===== src/rtl/scu_regs.svh =====
`ifndef SCU_REGS_SVH
`define SCU_REGS_SVH
`define SCU_OFF_DATA     8'h00
`define SCU_OFF_CHAR_FMT 8'h04
`define SCU_OFF_BIT9_CTL 8'h08
`define SCU_OFF_IRQ_MASK 8'h0C
`define SCU_OFF_IRQ_STAT 8'h10
`define SCU_OFF_MATCH    8'h14
`define SCU_OFF_CLK_CFG  8'h18
`define SCU_OFF_BAUD_LO  8'h1C
`define SCU_OFF_BAUD_HI  8'h20
`define SCU_OFF_IRQ_VEC  8'h24
`define SCU_OFF_DMA_CTL  8'h28
`define SCU_OFF_TX_CNT   8'h2C
`define SCU_OFF_RX_CNT   8'h30
`define SCU_OFF_UNIT_ST  8'h34
`define SCU_CF_PAR_EN    2
`define SCU_CF_PAR_ODD   3
`define SCU_CF_NINTH     4
`define SCU_CF_STOP2     5
`define SCU_CF_AMODE     7
`define SCU_BC_ECHO      0
`define SCU_BC_LOOP      1
`define SCU_BC_SADDR     5
`define SCU_BC_BREAK     6
`define SCU_BC_ADDR_IRQ_MODE_ON      7
`define SCU_IM_TXSRC     7
`define SCU_CC_MODE2     2
`define SCU_CC_CD        3
`define SCU_CC_XRX       5
`define SCU_CC_TX_PIN_OUTPUT_SEL      6
`define SCU_CC_TX_CLOCK_PIN     7
`define SCU_ST_OVR       0
`define SCU_ST_FRM       1
`define SCU_ST_RXP       2
`define SCU_ST_PAR       3
`define SCU_ST_ADR       4
`define SCU_ST_BRK       5
`define SCU_ST_TXP       6
`define SCU_ST_RXE       7
`define SCU_ST_TXE       8
`define SCU_VEC_TX       3'h6
`define SCU_VEC_RX       3'h4
`define SCU_VEC_BRK      3'h1
`define SCU_VEC_ERR      3'h0
`define SCU_ASYNC_LAST   4'hF
`define SCU_HALF_BIT     4'h7
`define SCU_BAUD_RST     16'h0001
`define SCU_RESP_OKAY    2'h0
`define SCU_RESP_SLVERR  2'h2
`endif


===== src/rtl/scu_pkg.sv =====
package scu_pkg;
  typedef enum logic [6:0] {
    TX_IDLE = 7'h01, TX_START = 7'h02, TX_DATA = 7'h04, TX_NINTH = 7'h08,
    TX_PAR = 7'h10, TX_STOP = 7'h20, TX_BREAK = 7'h40
  } scu_tx_state_e;
  typedef enum logic [6:0] {
    RX_IDLE = 7'h01, RX_START = 7'h02, RX_DATA = 7'h04, RX_NINTH = 7'h08,
    RX_PAR = 7'h10, RX_STOP = 7'h20, RX_WAIT = 7'h40
  } scu_rx_state_e;
  typedef struct packed {
    logic        awvalid;
    logic [7:0]  awaddr;
    logic        wvalid;
    logic [31:0] wdata;
    logic [3:0]  wstrb;
    logic        bready;
    logic        arvalid;
    logic [7:0]  araddr;
    logic        rready;
  } scu_axil_req_s;
  typedef struct packed {
    logic        awready;
    logic        wready;
    logic        bvalid;
    logic [1:0]  bresp;
    logic        arready;
    logic        rvalid;
    logic [31:0] rdata;
    logic [1:0]  rresp;
  } scu_axil_rsp_s;
  typedef struct packed {
    logic rx_line;
    logic rx_clk;
    logic tx_clk;
  } scu_pin_in_s;
  typedef struct packed {
    logic tx_line;
    logic tx_clk_out;
    logic tx_clk_oe;
  } scu_pin_out_s;
  typedef struct packed {
    logic       rx_ack;
    logic       tx_ack;
    logic [7:0] tx_data;
  } scu_dma_in_s;
  typedef struct packed {
    logic       rx_req;
    logic [8:0] rx_data;
    logic       tx_req;
  } scu_dma_out_s;
endpackage : scu_pkg


===== src/rtl/scu_serial_unit.sv =====
`timescale 1ns/100ps
`include "scu_regs.svh"
module scu_serial_unit #(
  parameter int DIV_W = 16,
  parameter int DMA_W = 8
) (
  // Clock and reset
  input  wire logic                  clk_sys,
  input  wire logic                  reset_n,
  // Register bus
  input  wire scu_pkg::scu_axil_req_s axi_req,
  output wire scu_pkg::scu_axil_rsp_s axi_rsp,
  // Serial pins
  input  wire scu_pkg::scu_pin_in_s  pin_in,
  output wire scu_pkg::scu_pin_out_s pin_out,
  // DMA channels
  input  wire scu_pkg::scu_dma_in_s  dma_in,
  output wire scu_pkg::scu_dma_out_s dma_out,
  // Interrupt request and vector
  output wire logic                  irq_request,
  output wire logic [7:0]            irq_vector
);
  logic [7:0]       cfmt_r, b9ctl_r, imask_r, match_r, ccfg_r, vecbase_r, irq_vec_r;
  logic [DIV_W-1:0] baud_r, baud_cnt_r;
  logic             baud_lvl_r, tx_clock_pin_q_r, rx_clock_pin_q_r, irq_req_r;
  logic             aw_hold_r, w_hold_r, bvalid_r, rvalid_r;
  logic [7:0]       aw_addr_r;
  logic [31:0]      w_data_r, rdata_r, rd_word;
  logic [3:0]       w_strb_r;
  logic [1:0]       bresp_r, rresp_r;
  logic [8:0]       stat_r, st_set, rx_data_r;
  logic             rx_full_r, after_brk_r, rx_dma_req_r, tx_go_r;
  logic [1:0]       dma_on_r;
  logic [DMA_W-1:0] rx_dcnt_r, tx_dcnt_r;
  scu_pkg::scu_tx_state_e tx_st_r;
  scu_pkg::scu_rx_state_e rx_st_r;
  logic [3:0]       tx_cnt_r, rx_cnt_r, brk_cnt_r;
  logic [2:0]       tx_idx_r, rx_idx_r;
  logic [8:0]       thr_r, tsr_r;
  logic             thr_full_r, stop2nd_r;
  logic [7:0]       rsh_r;
  logic             r9_r, rpar_bad_r, rzero_r;

  function automatic logic hit(input logic [7:0] a, input logic [7:0] off);
    return {a[7:2], 2'b00} == off;
  endfunction : hit

  function automatic logic mapped(input logic [7:0] a);
    return {a[7:2], 2'b00} <= `SCU_OFF_UNIT_ST;
  endfunction : mapped

  // Register bus decode.
  wire do_wr  = aw_hold_r & w_hold_r & ~bvalid_r;
  wire do_rd  = axi_req.arvalid & ~rvalid_r;
  wire wr_b0  = do_wr & w_strb_r[0];
  wire wr_thr = wr_b0 & hit(aw_addr_r, `SCU_OFF_DATA);
  wire wr_bd  = wr_b0 & (hit(aw_addr_r, `SCU_OFF_BAUD_LO) | hit(aw_addr_r, `SCU_OFF_BAUD_HI));
  wire wr_dma = wr_b0 & hit(aw_addr_r, `SCU_OFF_DMA_CTL);
  wire rd_rxd = do_rd & hit(axi_req.araddr, `SCU_OFF_DATA);
  // A divider write restarts engines, flags and DMA but keeps settings.
  wire eng_rst = ~reset_n | wr_bd;

  // Format decode.
  wire       cd      = ccfg_r[`SCU_CC_CD];
  wire       mode2   = ccfg_r[`SCU_CC_MODE2];
  wire       ninth   = cfmt_r[`SCU_CF_NINTH];
  wire       par_en  = cfmt_r[`SCU_CF_PAR_EN];
  wire       stop2   = cfmt_r[`SCU_CF_STOP2];
  wire [2:0] len_m1  = {1'b0, cfmt_r[1:0]} + 3'h4;
  wire [7:0] dmask   = 8'hFF >> (~cfmt_r[1:0]);
  wire [3:0] frame_n = {1'b0, len_m1} + 4'h3 + {3'h0, ninth} + {3'h0, par_en} + {3'h0, stop2};
  wire       echo    = b9ctl_r[`SCU_BC_ECHO];
  wire       loop    = b9ctl_r[`SCU_BC_LOOP];
  wire       brk_req = b9ctl_r[`SCU_BC_BREAK];

  // Clock sources.
  wire baud_tick  = baud_cnt_r == (baud_r - DIV_W'(1));
  wire tx_ext_edg = pin_in.tx_clk & ~tx_clock_pin_q_r;
  wire rx_ext_edg = pin_in.rx_clk & ~rx_clock_pin_q_r;
  wire tx_pin_in  = ~ccfg_r[`SCU_CC_TX_CLOCK_PIN] & ~ccfg_r[`SCU_CC_TX_PIN_OUTPUT_SEL];
  wire tx_src     = tx_pin_in ? tx_ext_edg : baud_tick;
  wire rx_src     = (ccfg_r[`SCU_CC_XRX] | mode2) ? rx_ext_edg : baud_tick;
  wire tx_bit     = tx_src & (cd | (tx_cnt_r == `SCU_ASYNC_LAST));
  wire rx_smp     = rx_src & (cd | (rx_cnt_r == `SCU_ASYNC_LAST));

  // Transmit serial value and pin routing.
  wire tx_par = ^(tsr_r[7:0] & dmask) ^ cfmt_r[`SCU_CF_PAR_ODD];
  wire tx_ser = (tx_st_r == scu_pkg::TX_START) ? 1'b0 :
                (tx_st_r == scu_pkg::TX_DATA)  ? tsr_r[tx_idx_r] :
                (tx_st_r == scu_pkg::TX_NINTH) ? tsr_r[8] :
                (tx_st_r == scu_pkg::TX_PAR)   ? tx_par :
                (tx_st_r == scu_pkg::TX_BREAK) ? 1'b0 : 1'b1;
  wire rx_in  = loop ? tx_ser : pin_in.rx_line;
  // The clock out idles high in expansion mode outside the data bits only when SCU_CC_TX_CLOCK_PIN is set.
  wire sync_clk = (mode2 & (tx_st_r != scu_pkg::TX_DATA)) ? 1'b1 : baud_lvl_r;
  assign pin_out.tx_line    = echo ? pin_in.rx_line : (loop ? 1'b1 : tx_ser);
  assign pin_out.tx_clk_oe  = ~tx_pin_in;
  assign pin_out.tx_clk_out = ccfg_r[`SCU_CC_TX_CLOCK_PIN] ? sync_clk : baud_lvl_r;

  // Transmit events.
  wire stop_last  = ~stop2 | stop2nd_r;
  wire tx_may_go  = (tx_st_r == scu_pkg::TX_IDLE) | ((tx_st_r == scu_pkg::TX_STOP) & stop_last);
  wire ev_take    = tx_bit & tx_may_go & thr_full_r;
  wire ev_tsr_mt  = tx_bit & (tx_st_r == scu_pkg::TX_STOP) & stop_last & ~thr_full_r;
  wire dma_tx_req = dma_on_r[1] & tx_go_r & ~thr_full_r & ~rx_dma_req_r & (tx_dcnt_r != '0);
  wire dma_tx_ack = dma_tx_req & dma_in.tx_ack;
  wire dma_rx_ack = rx_dma_req_r & dma_in.rx_ack;
  wire thr_load   = (wr_thr & ~thr_full_r) | dma_tx_ack;
  wire [7:0] thr_byte = dma_tx_ack ? dma_in.tx_data : w_data_r[7:0];

  // Receive events.
  wire rx_par_exp = ^(rsh_r & dmask) ^ cfmt_r[`SCU_CF_PAR_ODD];
  wire rx_end  = rx_smp & (rx_st_r == scu_pkg::RX_STOP);
  wire ev_brk  = rx_end & ~rx_in & rzero_r;
  wire ev_frm  = rx_end & ~rx_in & ~rzero_r;
  wire ev_word = rx_end & ~ev_brk;
  wire ev_par  = ev_word & par_en & rpar_bad_r;
  wire ev_ovr  = ev_word & rx_full_r;
  wire mtch    = rsh_r == (match_r & dmask);
  wire [1:0] amode = {b9ctl_r[`SCU_BC_ADDR_IRQ_MODE_ON], cfmt_r[`SCU_CF_AMODE]};
  wire ev_addr = ev_word & ((amode == 2'h0) ? r9_r :
                            (amode == 2'h1) ? mtch :
                            (amode == 2'h2) ? (mtch & r9_r) : (mtch & after_brk_r));
  wire ev_rx_eob = dma_rx_ack & (rx_dcnt_r == DMA_W'(1));
  wire ev_tx_eob = dma_tx_ack & (tx_dcnt_r == DMA_W'(1));

  // Register bus slave.
  assign axi_rsp.awready = ~aw_hold_r & ~bvalid_r;
  assign axi_rsp.wready  = ~w_hold_r & ~bvalid_r;
  assign axi_rsp.bvalid  = bvalid_r;
  assign axi_rsp.bresp   = bresp_r;
  assign axi_rsp.arready = ~rvalid_r;
  assign axi_rsp.rvalid  = rvalid_r;
  assign axi_rsp.rdata   = rdata_r;
  assign axi_rsp.rresp   = rresp_r;

  always_ff @(posedge clk_sys) begin
    if (!reset_n) begin
      aw_hold_r <= 1'b0;
      w_hold_r  <= 1'b0;
      bvalid_r  <= 1'b0;
      rvalid_r  <= 1'b0;
      aw_addr_r <= 8'h00;
      w_data_r  <= 32'h0000_0000;
      w_strb_r  <= 4'h0;
      bresp_r   <= `SCU_RESP_OKAY;
      rresp_r   <= `SCU_RESP_OKAY;
      rdata_r   <= 32'h0000_0000;
    end else begin
      if (axi_req.awvalid && axi_rsp.awready) begin
        aw_hold_r <= 1'b1;
        aw_addr_r <= axi_req.awaddr;
      end
      if (axi_req.wvalid && axi_rsp.wready) begin
        w_hold_r <= 1'b1;
        w_data_r <= axi_req.wdata;
        w_strb_r <= axi_req.wstrb;
      end
      if (do_wr) begin
        aw_hold_r <= 1'b0;
        w_hold_r  <= 1'b0;
        bvalid_r  <= 1'b1;
        bresp_r   <= mapped(aw_addr_r) ? `SCU_RESP_OKAY : `SCU_RESP_SLVERR;
      end else if (axi_req.bready) begin
        bvalid_r <= 1'b0;
      end
      if (do_rd) begin
        rvalid_r <= 1'b1;
        rdata_r  <= rd_word;
        rresp_r  <= mapped(axi_req.araddr) ? `SCU_RESP_OKAY : `SCU_RESP_SLVERR;
      end else if (axi_req.rready) begin
        rvalid_r <= 1'b0;
      end
    end
  end

  always_comb begin
    rd_word = 32'h0000_0000;
    case ({axi_req.araddr[7:2], 2'b00})
      `SCU_OFF_DATA:     rd_word[8:0] = rx_data_r;
      `SCU_OFF_CHAR_FMT: rd_word[7:0] = cfmt_r;
      `SCU_OFF_BIT9_CTL: rd_word[7:0] = b9ctl_r;
      `SCU_OFF_IRQ_MASK: rd_word[7:0] = imask_r;
      `SCU_OFF_IRQ_STAT: rd_word[8:0] = stat_r;
      `SCU_OFF_MATCH:    rd_word[7:0] = match_r;
      `SCU_OFF_CLK_CFG:  rd_word[7:0] = ccfg_r;
      `SCU_OFF_BAUD_LO:  rd_word[7:0] = baud_r[7:0];
      `SCU_OFF_BAUD_HI:  rd_word[7:0] = baud_r[15:8];
      `SCU_OFF_IRQ_VEC:  rd_word[7:0] = irq_vec_r;
      `SCU_OFF_DMA_CTL:  rd_word[1:0] = dma_on_r;
      `SCU_OFF_TX_CNT:   rd_word[DMA_W-1:0] = tx_dcnt_r;
      `SCU_OFF_RX_CNT:   rd_word[DMA_W-1:0] = rx_dcnt_r;
      `SCU_OFF_UNIT_ST:  rd_word[3:0] = {rx_dma_req_r, tx_st_r != scu_pkg::TX_IDLE, rx_full_r, thr_full_r};
      default:           rd_word = 32'h0000_0000;
    endcase
  end

  // Settings survive the divider-write reset.
  always_ff @(posedge clk_sys) begin
    if (!reset_n) begin
      cfmt_r    <= 8'h00;
      b9ctl_r   <= 8'h00;
      imask_r   <= 8'h00;
      match_r   <= 8'h00;
      ccfg_r    <= 8'h00;
      vecbase_r <= 8'h00;
      baud_r    <= DIV_W'(`SCU_BAUD_RST);
    end else begin
      if (thr_load) begin
        b9ctl_r[`SCU_BC_SADDR] <= 1'b0;
      end
      if (wr_b0) begin
        if (hit(aw_addr_r, `SCU_OFF_CHAR_FMT)) cfmt_r <= w_data_r[7:0];
        if (hit(aw_addr_r, `SCU_OFF_BIT9_CTL)) b9ctl_r <= w_data_r[7:0];
        if (hit(aw_addr_r, `SCU_OFF_IRQ_MASK)) imask_r <= w_data_r[7:0];
        if (hit(aw_addr_r, `SCU_OFF_MATCH)) match_r <= w_data_r[7:0];
        if (hit(aw_addr_r, `SCU_OFF_CLK_CFG)) ccfg_r <= w_data_r[7:0];
        if (hit(aw_addr_r, `SCU_OFF_IRQ_VEC)) vecbase_r <= {w_data_r[7:3], 3'h0};
        if (hit(aw_addr_r, `SCU_OFF_BAUD_LO)) baud_r[7:0] <= w_data_r[7:0];
        if (hit(aw_addr_r, `SCU_OFF_BAUD_HI)) baud_r[15:8] <= w_data_r[7:0];
      end
    end
  end

  // Baud generator and pin edge detection.
  always_ff @(posedge clk_sys) begin
    if (eng_rst) begin
      baud_cnt_r <= '0;
      baud_lvl_r <= 1'b0;
      // Loading the pin level here keeps an idle-high clock pin from faking an edge after reset.
      tx_clock_pin_q_r  <= pin_in.tx_clk;
      rx_clock_pin_q_r  <= pin_in.rx_clk;
      tx_cnt_r   <= 4'h0;
    end else begin
      baud_cnt_r <= baud_tick ? '0 : baud_cnt_r + DIV_W'(1);
      baud_lvl_r <= baud_cnt_r >= (baud_r >> 1);
      tx_clock_pin_q_r  <= pin_in.tx_clk;
      rx_clock_pin_q_r  <= pin_in.rx_clk;
      if (tx_src) tx_cnt_r <= tx_cnt_r + 4'h1;
    end
  end

  // Transmitter: holding register, shift register and frame sequencer.
  always_ff @(posedge clk_sys) begin
    if (eng_rst) begin
      tx_st_r    <= scu_pkg::TX_IDLE;
      thr_full_r <= 1'b0;
      thr_r      <= 9'h000;
      tsr_r      <= 9'h000;
      tx_idx_r   <= 3'h0;
      stop2nd_r  <= 1'b0;
      brk_cnt_r  <= 4'h0;
    end else begin
      if (thr_load) begin
        thr_full_r <= 1'b1;
        thr_r      <= {b9ctl_r[`SCU_BC_SADDR] & ninth, thr_byte};
      end
      if (ev_take) begin
        tsr_r      <= thr_r;
        thr_full_r <= 1'b0;
      end
      if (tx_bit) begin
        case (tx_st_r)
          scu_pkg::TX_IDLE, scu_pkg::TX_STOP: begin
            if (tx_st_r == scu_pkg::TX_STOP && !stop_last) begin
              stop2nd_r <= 1'b1;
            end else if (thr_full_r) begin
              tx_st_r <= scu_pkg::TX_START;
            end else if (brk_req) begin
              // Break waits until both buffers have drained.
              tx_st_r   <= scu_pkg::TX_BREAK;
              brk_cnt_r <= 4'h0;
            end else begin
              tx_st_r <= scu_pkg::TX_IDLE;
            end
          end
          scu_pkg::TX_START: begin
            tx_st_r  <= scu_pkg::TX_DATA;
            tx_idx_r <= 3'h0;
          end
          scu_pkg::TX_DATA: begin
            tx_idx_r  <= tx_idx_r + 3'h1;
            stop2nd_r <= 1'b0;
            if (tx_idx_r == len_m1) begin
              tx_st_r <= ninth ? scu_pkg::TX_NINTH : (par_en ? scu_pkg::TX_PAR : scu_pkg::TX_STOP);
            end
          end
          scu_pkg::TX_NINTH: tx_st_r <= par_en ? scu_pkg::TX_PAR : scu_pkg::TX_STOP;
          scu_pkg::TX_PAR:   tx_st_r <= scu_pkg::TX_STOP;
          scu_pkg::TX_BREAK: begin
            if (brk_cnt_r != 4'hF) brk_cnt_r <= brk_cnt_r + 4'h1;
            if (!brk_req && brk_cnt_r >= frame_n - 4'h1) tx_st_r <= scu_pkg::TX_IDLE;
          end
          default: tx_st_r <= scu_pkg::TX_IDLE;
        endcase
      end
    end
  end

  // Receiver sequencer; the start bit is checked at its centre in async mode.
  always_ff @(posedge clk_sys) begin
    if (eng_rst) begin
      rx_st_r    <= scu_pkg::RX_IDLE;
      rx_cnt_r   <= 4'h0;
      rx_idx_r   <= 3'h0;
      rsh_r      <= 8'h00;
      r9_r       <= 1'b0;
      rpar_bad_r <= 1'b0;
      rzero_r    <= 1'b0;
    end else if (rx_src) begin
      rx_cnt_r <= rx_smp ? 4'h0 : rx_cnt_r + 4'h1;
      case (rx_st_r)
        scu_pkg::RX_IDLE: begin
          rx_cnt_r <= 4'h0;
          if (!rx_in) begin
            rsh_r      <= 8'h00;
            r9_r       <= 1'b0;
            rpar_bad_r <= 1'b0;
            rzero_r    <= 1'b1;
            rx_idx_r   <= 3'h0;
            rx_st_r    <= cd ? scu_pkg::RX_DATA : scu_pkg::RX_START;
          end
        end
        scu_pkg::RX_START: begin
          if (rx_cnt_r == `SCU_HALF_BIT) begin
            rx_cnt_r <= 4'h0;
            rx_st_r  <= rx_in ? scu_pkg::RX_IDLE : scu_pkg::RX_DATA;
          end
        end
        scu_pkg::RX_DATA: begin
          if (rx_smp) begin
            rsh_r[rx_idx_r] <= rx_in;
            rzero_r         <= rzero_r & ~rx_in;
            rx_idx_r        <= rx_idx_r + 3'h1;
            if (rx_idx_r == len_m1) begin
              rx_st_r <= ninth ? scu_pkg::RX_NINTH : (par_en ? scu_pkg::RX_PAR : scu_pkg::RX_STOP);
            end
          end
        end
        scu_pkg::RX_NINTH: begin
          if (rx_smp) begin
            r9_r    <= rx_in;
            rzero_r <= rzero_r & ~rx_in;
            rx_st_r <= par_en ? scu_pkg::RX_PAR : scu_pkg::RX_STOP;
          end
        end
        scu_pkg::RX_PAR: begin
          if (rx_smp) begin
            rpar_bad_r <= rx_in != rx_par_exp;
            rzero_r    <= rzero_r & ~rx_in;
            rx_st_r    <= scu_pkg::RX_STOP;
          end
        end
        scu_pkg::RX_STOP: if (rx_smp) rx_st_r <= rx_in ? scu_pkg::RX_IDLE : scu_pkg::RX_WAIT;
        scu_pkg::RX_WAIT: if (rx_in) rx_st_r <= scu_pkg::RX_IDLE;
        default:          rx_st_r <= scu_pkg::RX_IDLE;
      endcase
    end
  end

  // Pending flags: hardware sets, software clears by writing ones; a set wins.
  always_comb begin
    st_set = 9'h000;
    st_set[`SCU_ST_OVR] = ev_ovr;
    st_set[`SCU_ST_FRM] = ev_frm;
    st_set[`SCU_ST_PAR] = ev_par;
    st_set[`SCU_ST_RXP] = ev_word & ~dma_on_r[0];
    st_set[`SCU_ST_ADR] = ev_addr;
    st_set[`SCU_ST_BRK] = ev_brk;
    st_set[`SCU_ST_TXP] = ~dma_on_r[1] & (imask_r[`SCU_IM_TXSRC] ? ev_take : ev_tsr_mt);
    st_set[`SCU_ST_RXE] = ev_rx_eob;
    st_set[`SCU_ST_TXE] = ev_tx_eob;
  end

  wire wr_stat = do_wr & hit(aw_addr_r, `SCU_OFF_IRQ_STAT);
  wire [8:0] st_clr = wr_stat ? ({w_strb_r[1], {8{w_strb_r[0]}}} & w_data_r[8:0]) : 9'h000;
  wire lv_err = imask_r[0] & (stat_r[`SCU_ST_OVR] | stat_r[`SCU_ST_FRM] | stat_r[`SCU_ST_PAR]);
  wire lv_brk = imask_r[1] & (stat_r[`SCU_ST_ADR] | stat_r[`SCU_ST_BRK]);
  wire lv_rx  = imask_r[2] & (stat_r[`SCU_ST_RXP] | stat_r[`SCU_ST_RXE]);
  wire lv_tx  = imask_r[3] & (stat_r[`SCU_ST_TXP] | stat_r[`SCU_ST_TXE]);
  // Receive levels outrank transmit; DMA requests outrank all interrupts.
  wire [2:0] vec_lo = lv_err ? `SCU_VEC_ERR : lv_brk ? `SCU_VEC_BRK :
                      lv_rx  ? `SCU_VEC_RX  : `SCU_VEC_TX;

  always_ff @(posedge clk_sys) begin
    if (eng_rst) begin
      stat_r      <= 9'h000;
      rx_data_r   <= 9'h000;
      rx_full_r   <= 1'b0;
      after_brk_r <= 1'b0;
      irq_vec_r   <= 8'h00;
      irq_req_r   <= 1'b0;
    end else begin
      stat_r <= (stat_r & ~st_clr) | st_set;
      if (rd_rxd || dma_rx_ack) rx_full_r <= 1'b0;
      if (ev_word) begin
        rx_data_r <= {r9_r, rsh_r};
        rx_full_r <= 1'b1;
      end
      if (ev_word) after_brk_r <= 1'b0;
      if (ev_brk) after_brk_r <= 1'b1;
      irq_vec_r <= {vecbase_r[7:3], vec_lo};
      irq_req_r <= (lv_err | lv_brk | lv_rx | lv_tx) & ~rx_dma_req_r & ~dma_tx_req;
    end
  end

  // DMA channels; software writes to the enables win over end-of-block clears.
  always_ff @(posedge clk_sys) begin
    if (eng_rst) begin
      dma_on_r     <= 2'h0;
      rx_dcnt_r    <= '0;
      tx_dcnt_r    <= '0;
      rx_dma_req_r <= 1'b0;
      tx_go_r      <= 1'b0;
    end else begin
      if (dma_rx_ack) begin
        rx_dma_req_r <= 1'b0;
        rx_dcnt_r    <= rx_dcnt_r - DMA_W'(1);
        if (ev_rx_eob) dma_on_r[0] <= 1'b0;
      end
      if (ev_word && dma_on_r[0]) rx_dma_req_r <= 1'b1;
      if (dma_tx_ack) begin
        tx_dcnt_r <= tx_dcnt_r - DMA_W'(1);
        if (ev_tx_eob) begin
          dma_on_r[1] <= 1'b0;
          tx_go_r     <= 1'b0;
        end
      end
      if (wr_thr && dma_on_r[1]) tx_go_r <= 1'b1;
      if (wr_dma) dma_on_r <= w_data_r[1:0];
      if (wr_b0 && hit(aw_addr_r, `SCU_OFF_TX_CNT)) tx_dcnt_r <= w_data_r[DMA_W-1:0];
      if (wr_b0 && hit(aw_addr_r, `SCU_OFF_RX_CNT)) rx_dcnt_r <= w_data_r[DMA_W-1:0];
    end
  end

  assign dma_out.rx_req  = rx_dma_req_r;
  assign dma_out.rx_data = rx_data_r;
  assign dma_out.tx_req  = dma_tx_req;
  assign irq_request     = irq_req_r;
  assign irq_vector      = irq_vec_r;
endmodule : scu_serial_unit


===== config.mk =====
export PLATFORM = sky130hd
export DESIGN_NAME = scu_serial_unit
export DESIGN_NICKNAME = d
export VERILOG_FILES = /design/src/rtl/scu_pkg.sv /design/src/rtl/scu_serial_unit.sv
export VERILOG_INCLUDE_DIRS = /design/src /design/src/rtl
export SDC_FILE = /design/constraint.sdc
export NUM_CORES = 1
export LEC_CHECK = 0
export CAP_MARGIN = 15
export CORE_AREA = 10 10 255 160
export CTS_CLUSTER_SIZE = 25
export DETAILED_ROUTE_END_ITERATION = 8
export DIE_AREA = 0 0 265 170
export DONT_BUFFER_PORTS = 1
export GPL_TIMING_DRIVEN = 0
export SLEW_MARGIN = 5
export SYNTH_ARGS = -nofsm -noshare
export SYNTH_HDL_FRONTEND = slang
export SYNTH_SLANG_ARGS = --single-unit

===== constraint.sdc =====
create_clock -name clk_sys -period 4.1 [get_ports clk_sys]
set_input_delay 0.205 -clock clk_sys [delete_from_list [all_inputs] [get_ports clk_sys]]
set_output_delay 0.205 -clock clk_sys [all_outputs]
set_load 0.02 [all_outputs]

* Word-level counts from Yosys, hierarchy flattened
Index checks and enable logic that the tools add are counted.
Storage, ports and cells: bits of input ports 72, flip-flop bits (word level) 228, output and inout bits 64, word-level logic and storage cells 407
Operators by class: order comparisons 7, add/subtract/negate cells 15, reductions and logical operators 65, mux-type cells 99, bitwise operators 98, shifts and indexed selects 1, eq/ne operators 70
Operator list (number):
- $mux W7 | 15
- $eq A6 B4 Y1 const B | 11
- $mux W8 | 7
- $and A1 B1 Y1 | 53
- $pmux W7 S7 | 1
- $eq A6 B3 Y1 const B | 8
- $pmux W4 S12 | 1
- $pmux W7 S6 | 1
- $mux W1 | 41
- $reduce_bool A2 Y1 | 20
- $pmux W2 S14 | 1
- $pmux W2 S13 | 1
- $and A8 B8 Y8 | 3
- $eq A6 B2 Y1 const B | 4
- $mux W4 | 6
- $ne A2 B2 Y1 const B | 12
- $reduce_and A2 Y1 | 12
- $reduce_and A4 Y1 | 5
- $not A1 Y1 | 19
- $and A9 B9 Y9 | 2
- $mux W6 | 3
- $add A16 B1 Y16 const B | 1
- $eq A16 B16 Y1 | 1
- $eq A8 B1 Y1 const B | 2
- other kinds (61) | 125

* Longest topological paths before layout
word-level depth 18, depth in mapped cells 15, mapped depth without buffers 13

* Worst setup path before layout
OpenSTA, ideal clock, no wires.
path kind register to register, from reg cfmt_r[2], to reg tx_st_r[6], arrival time 3.367 ns, path slack 0.646 ns, path buffers 0, setup time 0.087 ns, required time 4.013 ns, period minus slack after synthesis 3.454 ns, cell stages (with the launch flop) 14, path through dfxtp_1 > fa_1 > ha_1 > fa_1 > inv_1 > ha_1 > a21o_1 > a21o_1 > a21oi_1 > nor2_1 > nor2_1 > or4b_2 > or4_1 > o31ai_1
Between the ends: longest elaborated chain between the ends 7
RTL lines:
- start: declaration | RTL line scu_serial_unit.sv:23 | logic [7:0] cfmt_r, b9ctl_r, imask_r, match_r, ccfg_r, vecbase_r, irq_vec_r;
- start signal: assignment | RTL line scu_serial_unit.sv:213 | if (hit(aw_addr_r, `SCU_OFF_CHAR_FMT)) cfmt_r <= w_data_r[7:0];
- $add A4 B1 Y4 (2 in a row) | RTL line scu_serial_unit.sv:71 | wire [3:0] frame_n = {1'b0, len_m1} + 4'h3 + {3'h0, ninth} + {3'h0, par_en} + {3'h0, stop2};
- $sub A4 B1 Y4 | RTL line scu_serial_unit.sv:292 | if (!brk_req && brk_cnt_r >= frame_n - 4'h1) tx_st_r <= scu_pkg::TX_IDLE;
- $ge A4 B4 Y1 | RTL line scu_serial_unit.sv:292
- $logic_and A1 B1 Y1 | RTL line scu_serial_unit.sv:292
- $ne A2 B1 Y1 (no source line)
- $reduce_and A4 Y1 (no source line)
- end signal: assignment | RTL line scu_serial_unit.sv:289 | scu_pkg::TX_PAR: tx_st_r <= scu_pkg::TX_STOP;
- end signal: assignment | RTL line scu_serial_unit.sv:292
- end signal: assignment | RTL line scu_serial_unit.sv:294 | default: tx_st_r <= scu_pkg::TX_IDLE;
- end: declaration | RTL line scu_serial_unit.sv:35 | scu_pkg::scu_tx_state_e tx_st_r;
Every way passes these cells. A chain may end at the register's enable or synchronous reset.

* Worst setup path after layout
from reg baud_r[1], to reg stat_r[6]
Between the ends: longest elaborated chain between the ends 10, elaborated cells on any way between the ends 12, classes of those cells 1 x add/sub; 1 x eq/ne; 2 x mux; 8 x bitwise
RTL lines:
- start: declaration | RTL line scu_serial_unit.sv:24 | logic [DIV_W-1:0] baud_r, baud_cnt_r;
- start signal: assignment | RTL line scu_serial_unit.sv:207 | baud_r <= DIV_W'(`SCU_BAUD_RST);
- start signal: assignment | RTL line scu_serial_unit.sv:219 | if (hit(aw_addr_r, `SCU_OFF_BAUD_LO)) baud_r[7:0] <= w_data_r[7:0];
- $sub A16 B1 Y16 * | RTL line scu_serial_unit.sv:77 | wire baud_tick = baud_cnt_r == (baud_r - DIV_W'(1));
- $eq A16 B16 Y1 * | RTL line scu_serial_unit.sv:77
- $mux W1 * | RTL line scu_serial_unit.sv:81 | wire tx_src = tx_pin_in ? tx_ext_edg : baud_tick;
- $and A1 B1 Y1 * | RTL line scu_serial_unit.sv:83 | wire tx_bit = tx_src & (cd | (tx_cnt_r == `SCU_ASYNC_LAST));
- $and A1 B1 Y1 (3 in a row) | RTL line scu_serial_unit.sv:104 | wire ev_tsr_mt = tx_bit & (tx_st_r == scu_pkg::TX_STOP) & stop_last & ~thr_full_r;
- $mux W1 * | RTL line scu_serial_unit.sv:370 | st_set[`SCU_ST_TXP] = ~dma_on_r[1] & (imask_r[`SCU_IM_TXSRC] ? ev_take : ev_tsr_mt);
- $and A1 B1 Y1 * | RTL line scu_serial_unit.sv:370
- $or A9 B9 Y9 * | RTL line scu_serial_unit.sv:394 | stat_r <= (stat_r & ~st_clr) | st_set;
- end signal: assignment | RTL line scu_serial_unit.sv:394
- end: declaration | RTL line scu_serial_unit.sv:31 | logic [8:0] stat_r, st_set, rx_data_r;
Every way passes the cells marked *; elsewhere a longest branch is shown, timed or not.

==> metrics.md <==
| Metric | Value |
|---|---|
| Register area | `4490 µm²` |
| Ratio of cells with drive above 1 in the final layout | `7.72%` |
| CTS tree | `built` |
| Clock network power share | `44.6%` |
| Final min period | `3970 ps` |
| Initial antenna violation count | `3` |
| Post-Synth Adder-Cell Area | `3.73%` |
| Slew @ Worst Pin | `1160 ps` |
| Synth area leaders | `dfxtp_1, mux2i_1, nand2_1, nor2_1, nor2b_1` |
| First-pass GRT wire length | `71600 µm` |
| Reg2Reg Setup Slack | `130 ps` |
| Hold path depth | `3` |
| PortBufs | `0` |
| Synth unique cells | `83` |
| CP Data Required Time | `4550 ps` |
| Leading area contributor after synthesis | `dfxtp_1` |
| Clock Pin Slew Worst Setup and Hold Paths | `70 ps` |
| Reg2reg start | `baud_r[1]` |
| PwrDens | `354 nW/µm²` |
| Core Area | `35900 µm²` |
| Total of fill cells in the finished design | `3660` |
| Detailed Route WL | `49400 µm` |
| Outcome | `finished, final reports clean` |
| Kind of critical path | `reg2reg` |
| Hold EP | `rdata_r[5]` |
| DR iter-0 viols | `1538` |
| Seq cells post-synth | `224` |
| Placed cells | `1979` |
| GRT overflow | `0` |
| Final HPWL DP | `38200 µm` |
| H-tree depth | `1` |
| FF-to-FF path depth | `13` |
| Fin crit share | `96.9%` |
| Internal power | `3690 µW` |
| Psw | `1380 µW` |
| EDFF count, synth | `0` |
| Bufs on Longest Clock Path | `3` |
| RSZ-0062 raised after global routing | `no` |
| Met2 Usage GRT | `27.4%` |
| Antenna fix cells | `0` |
| Avg Inst Size Synth | `8.43 µm²` |
| Antenna Violating Nets Remaining | `0` |
| Most used DFF post-synth | `dfxtp_1` |
| GPL Wtd Cong | `1.03` |
| Count of TritonRoute iterations in the first routing pass | `8` |
| Critical Path AT | `4420 ps` |
| Clk_skew | `20.8 ps` |
| Yosys warnings | `0` |
| Chip Width | `265 µm` |
| GRT busiest layer | `met1` |
| Hold WC Path Type | `in2reg` |
| Peak supply drop | `0.279 mV` |
| Post-Synth Simple-Gate Area | `23.8%` |
| Maxcap violations | `0` |
| Ys async rst share | `0%` |
| Max Clk Rate | `252 MHz` |
| Sw Share | `27.2%` |
| Hold Crit Start | `axi_req[6]` |
| Full die area | `45100 µm²` |
| Sequential Power Share | `44.6%` |
| Rows | `54` |
| Wire per inst | `24.0 µm` |
| Synth Area in Compound Gates | `15.4%` |
| Area of the multi-input gates | `7370 µm²` |
| Top-count cell post-synth | `dfxtp_1` |
| Vias in the first global route | `10.6k` |
| Vias per cell | `5.61` |
| Pins Over Slew Limit | `0` |
| CTS buffer count | `23` |
| Largest family of logic cells by synthesized area | `simple AND/OR/NAND/NOR gates` |
| Hold Vio Cnt, Final | `0` |
| Final setup vio count | `0` |
| Ports | `136` |
| Mux share of post-synthesis cell area | `9.49%` |
| Nets | `1672` |
| CP Launch Type | `register` |
| Met1 Usage GRT | `30.9%` |
| Synth Instances | `1478` |
| Gate power share | `10.8%` |
| Skew-Pair Late Insertion Delay | `540 ps` |
| Sequential fraction of the synthesis area | `36.0%` |
| Mapped Area | `12500 µm²` |
| Remaining DRCs | `0` |
| Area Growth Syn to Fin | `14.9%` |
| Largest net degree at the start of global routing | `17` |
| Reg-to-reg endpoint | `stat_r[6]` |
| Clock root buffer | `clkbuf_16` |
| CP max FO | `10` |
| Final hold slack | `64.4 ps` |
| Initial Util | `34.7%` |
| Worst Setup End Kind | `register` |
| Sink Count | `224` |
| Total GRT Usage | `21.1%` |
| Static leakage | `0.00540 µW` |
| Final Non-Filler Cells | `2056` |
| Most common library cells after synthesis | `dfxtp_1, nand2_1, nor2_1` |
| M3 GR Usage | `8.88%` |
| Vias post-DR | `11.5k` |
| Xor/xnor share of the synthesized area | `5.80%` |
| Share of the synthesized area in the top cell type | `36.0%` |
| Relative slew slack | `22.3%` |
| Die height | `170 µm` |
## worst max-delay path, stage by stage (launching register included)
cell       delay (ps)
dfxtp_1           510
inv_1              80
ha_1              250
or4b_1            180
buf_2             170
o22ai_1           100
a2111oi_0         440
nor3_1            120
nor3_2            420
nand2_1           340
o21ai_1           590
buf_2             370
nand3_1           110
a21oi_1           180
## sequential cells by signal (all words and copies together), names as in the netlist, 5 cells and up
name,flops
ccfg_r,8
imask_r,8
rx_st_r,7
tsr_r,9
baud_cnt_r,16
baud_r,16
stat_r,9
tx_dcnt_r,8
irq_vector,8
thr_r,9
match_r,8
rdata_r,9
w_data_r,9
rx_dcnt_r,8
vecbase_r,5
tx_st_r,7
rsh_r,8
b9ctl_r,8
cfmt_r,8
aw_addr_r,6
rx_data_r,9
## worst max path at each step
stage | slack [ps] | end | cells after the start | from
global placement | -880 | rx_data_r[4] | 10 | bvalid_r
floorplan | 650 | tx_st_r[6] | 13 | cfmt_r[2]
finish | 130 | stat_r[6] | 13 | baud_r[1]
global route | 6 | stat_r[6] | 13 | baud_r[1]
detailed placement | -880 | tx_cnt_r[0] | 10 | bvalid_r
CTS | 30 | tx_st_r[3] | 13 | cfmt_r[5]
## what timing repair did
item,CTS,global route
gates resized for setup,9,12
hold endpoints to repair,35,0
setup endpoints to repair,110,49
hold buffers,35,0
setup buffers,0,0
## final cells by class
class | instances | area share [%]
well taps | 476 | 4.16
inverters | 46 | 1.21
flip-flops and latches | 224 | 31.3
clock inverters | 11 | 1.05
clock buffers | 30 | 4.41
repair buffers | 37 | 2.51
plain buffers | 112 | 3.93
multi-input cells | 1120 | 51.4
## metal layers
metal	part of all wire, %	routed length (µm)
met5	0.27	131
met4	2.0	999
met3	14	6770
met2	37	18400
met1	47	23100
## per-stage QoR
| stage | cell area [µm²] | setup TNS [ps] | util (%) | setup WS [ps] | total power, µW |
|---|---|---|---|---|---|
| global route | 14300 | 0 | 39.9 | 5.88 | 5240 |
| global placement | 13200 | -45660 | 36.6 | -885 | 2800 |
| CTS | 14300 | 0 | 39.8 | 31.4 | 5080 |
| detailed placement | 13200 | -45860 | 36.6 | -877 | 2810 |
| finish | 14300 | 0 | 39.9 | 128 | 5070 |
| floorplan | 12600 | 0 | - | 646 | 2660 |
## cells by family after synthesis
family | Yosys count
compound gates | 277
buf+inv | 158
mux | 111
simple gates | 590
flops | 224
fa+ha+maj | 36
other cells | 1
xor+xnor | 81
## placed cells by master (no fill, tap or decap), drive strengths merged, types with 12 or more instances in the layout
cell type / Yosys / routed
xor2: 31 / 31
nand3: 65 / 65
nor2: 142 / 142
inv: 46 / 49
a31oi: 14 / 14
nand2: 144 / 144
clkbuf: 69 / 100
nor2b: 83 / 83
buf: 43 / 44
a21oi: 47 / 47
nor3: 32 / 32
ha: 34 / 34
nor4: 12 / 12
conb: 1 / 25
dfxtp: 224 / 224
mux2i: 99 / 99
o21ai: 50 / 50
a21boi: 24 / 24
a211oi: 29 / 29
a22oi: 24 / 24
nand3b: 12 / 12
xnor2: 49 / 49
nand4: 17 / 17
dlygate4sd3: 0 / 35
o31ai: 12 / 12
and2: 15 / 15
## power groups by stage
stage / combinational (µW) / clock, µW / sequential (µW)
2_1_floorplan: 359 / 0 / 2300
3_3_place_gp: 495 / 0 / 2310
3_5_place_dp: 499 / 0 / 2310
4_1_cts: 531 / 2290 / 2260
5_1_grt: 594 / 2380 / 2270
6_report: 547 / 2260 / 2260
No activity file was read; power rests on OpenSTA's default activity.
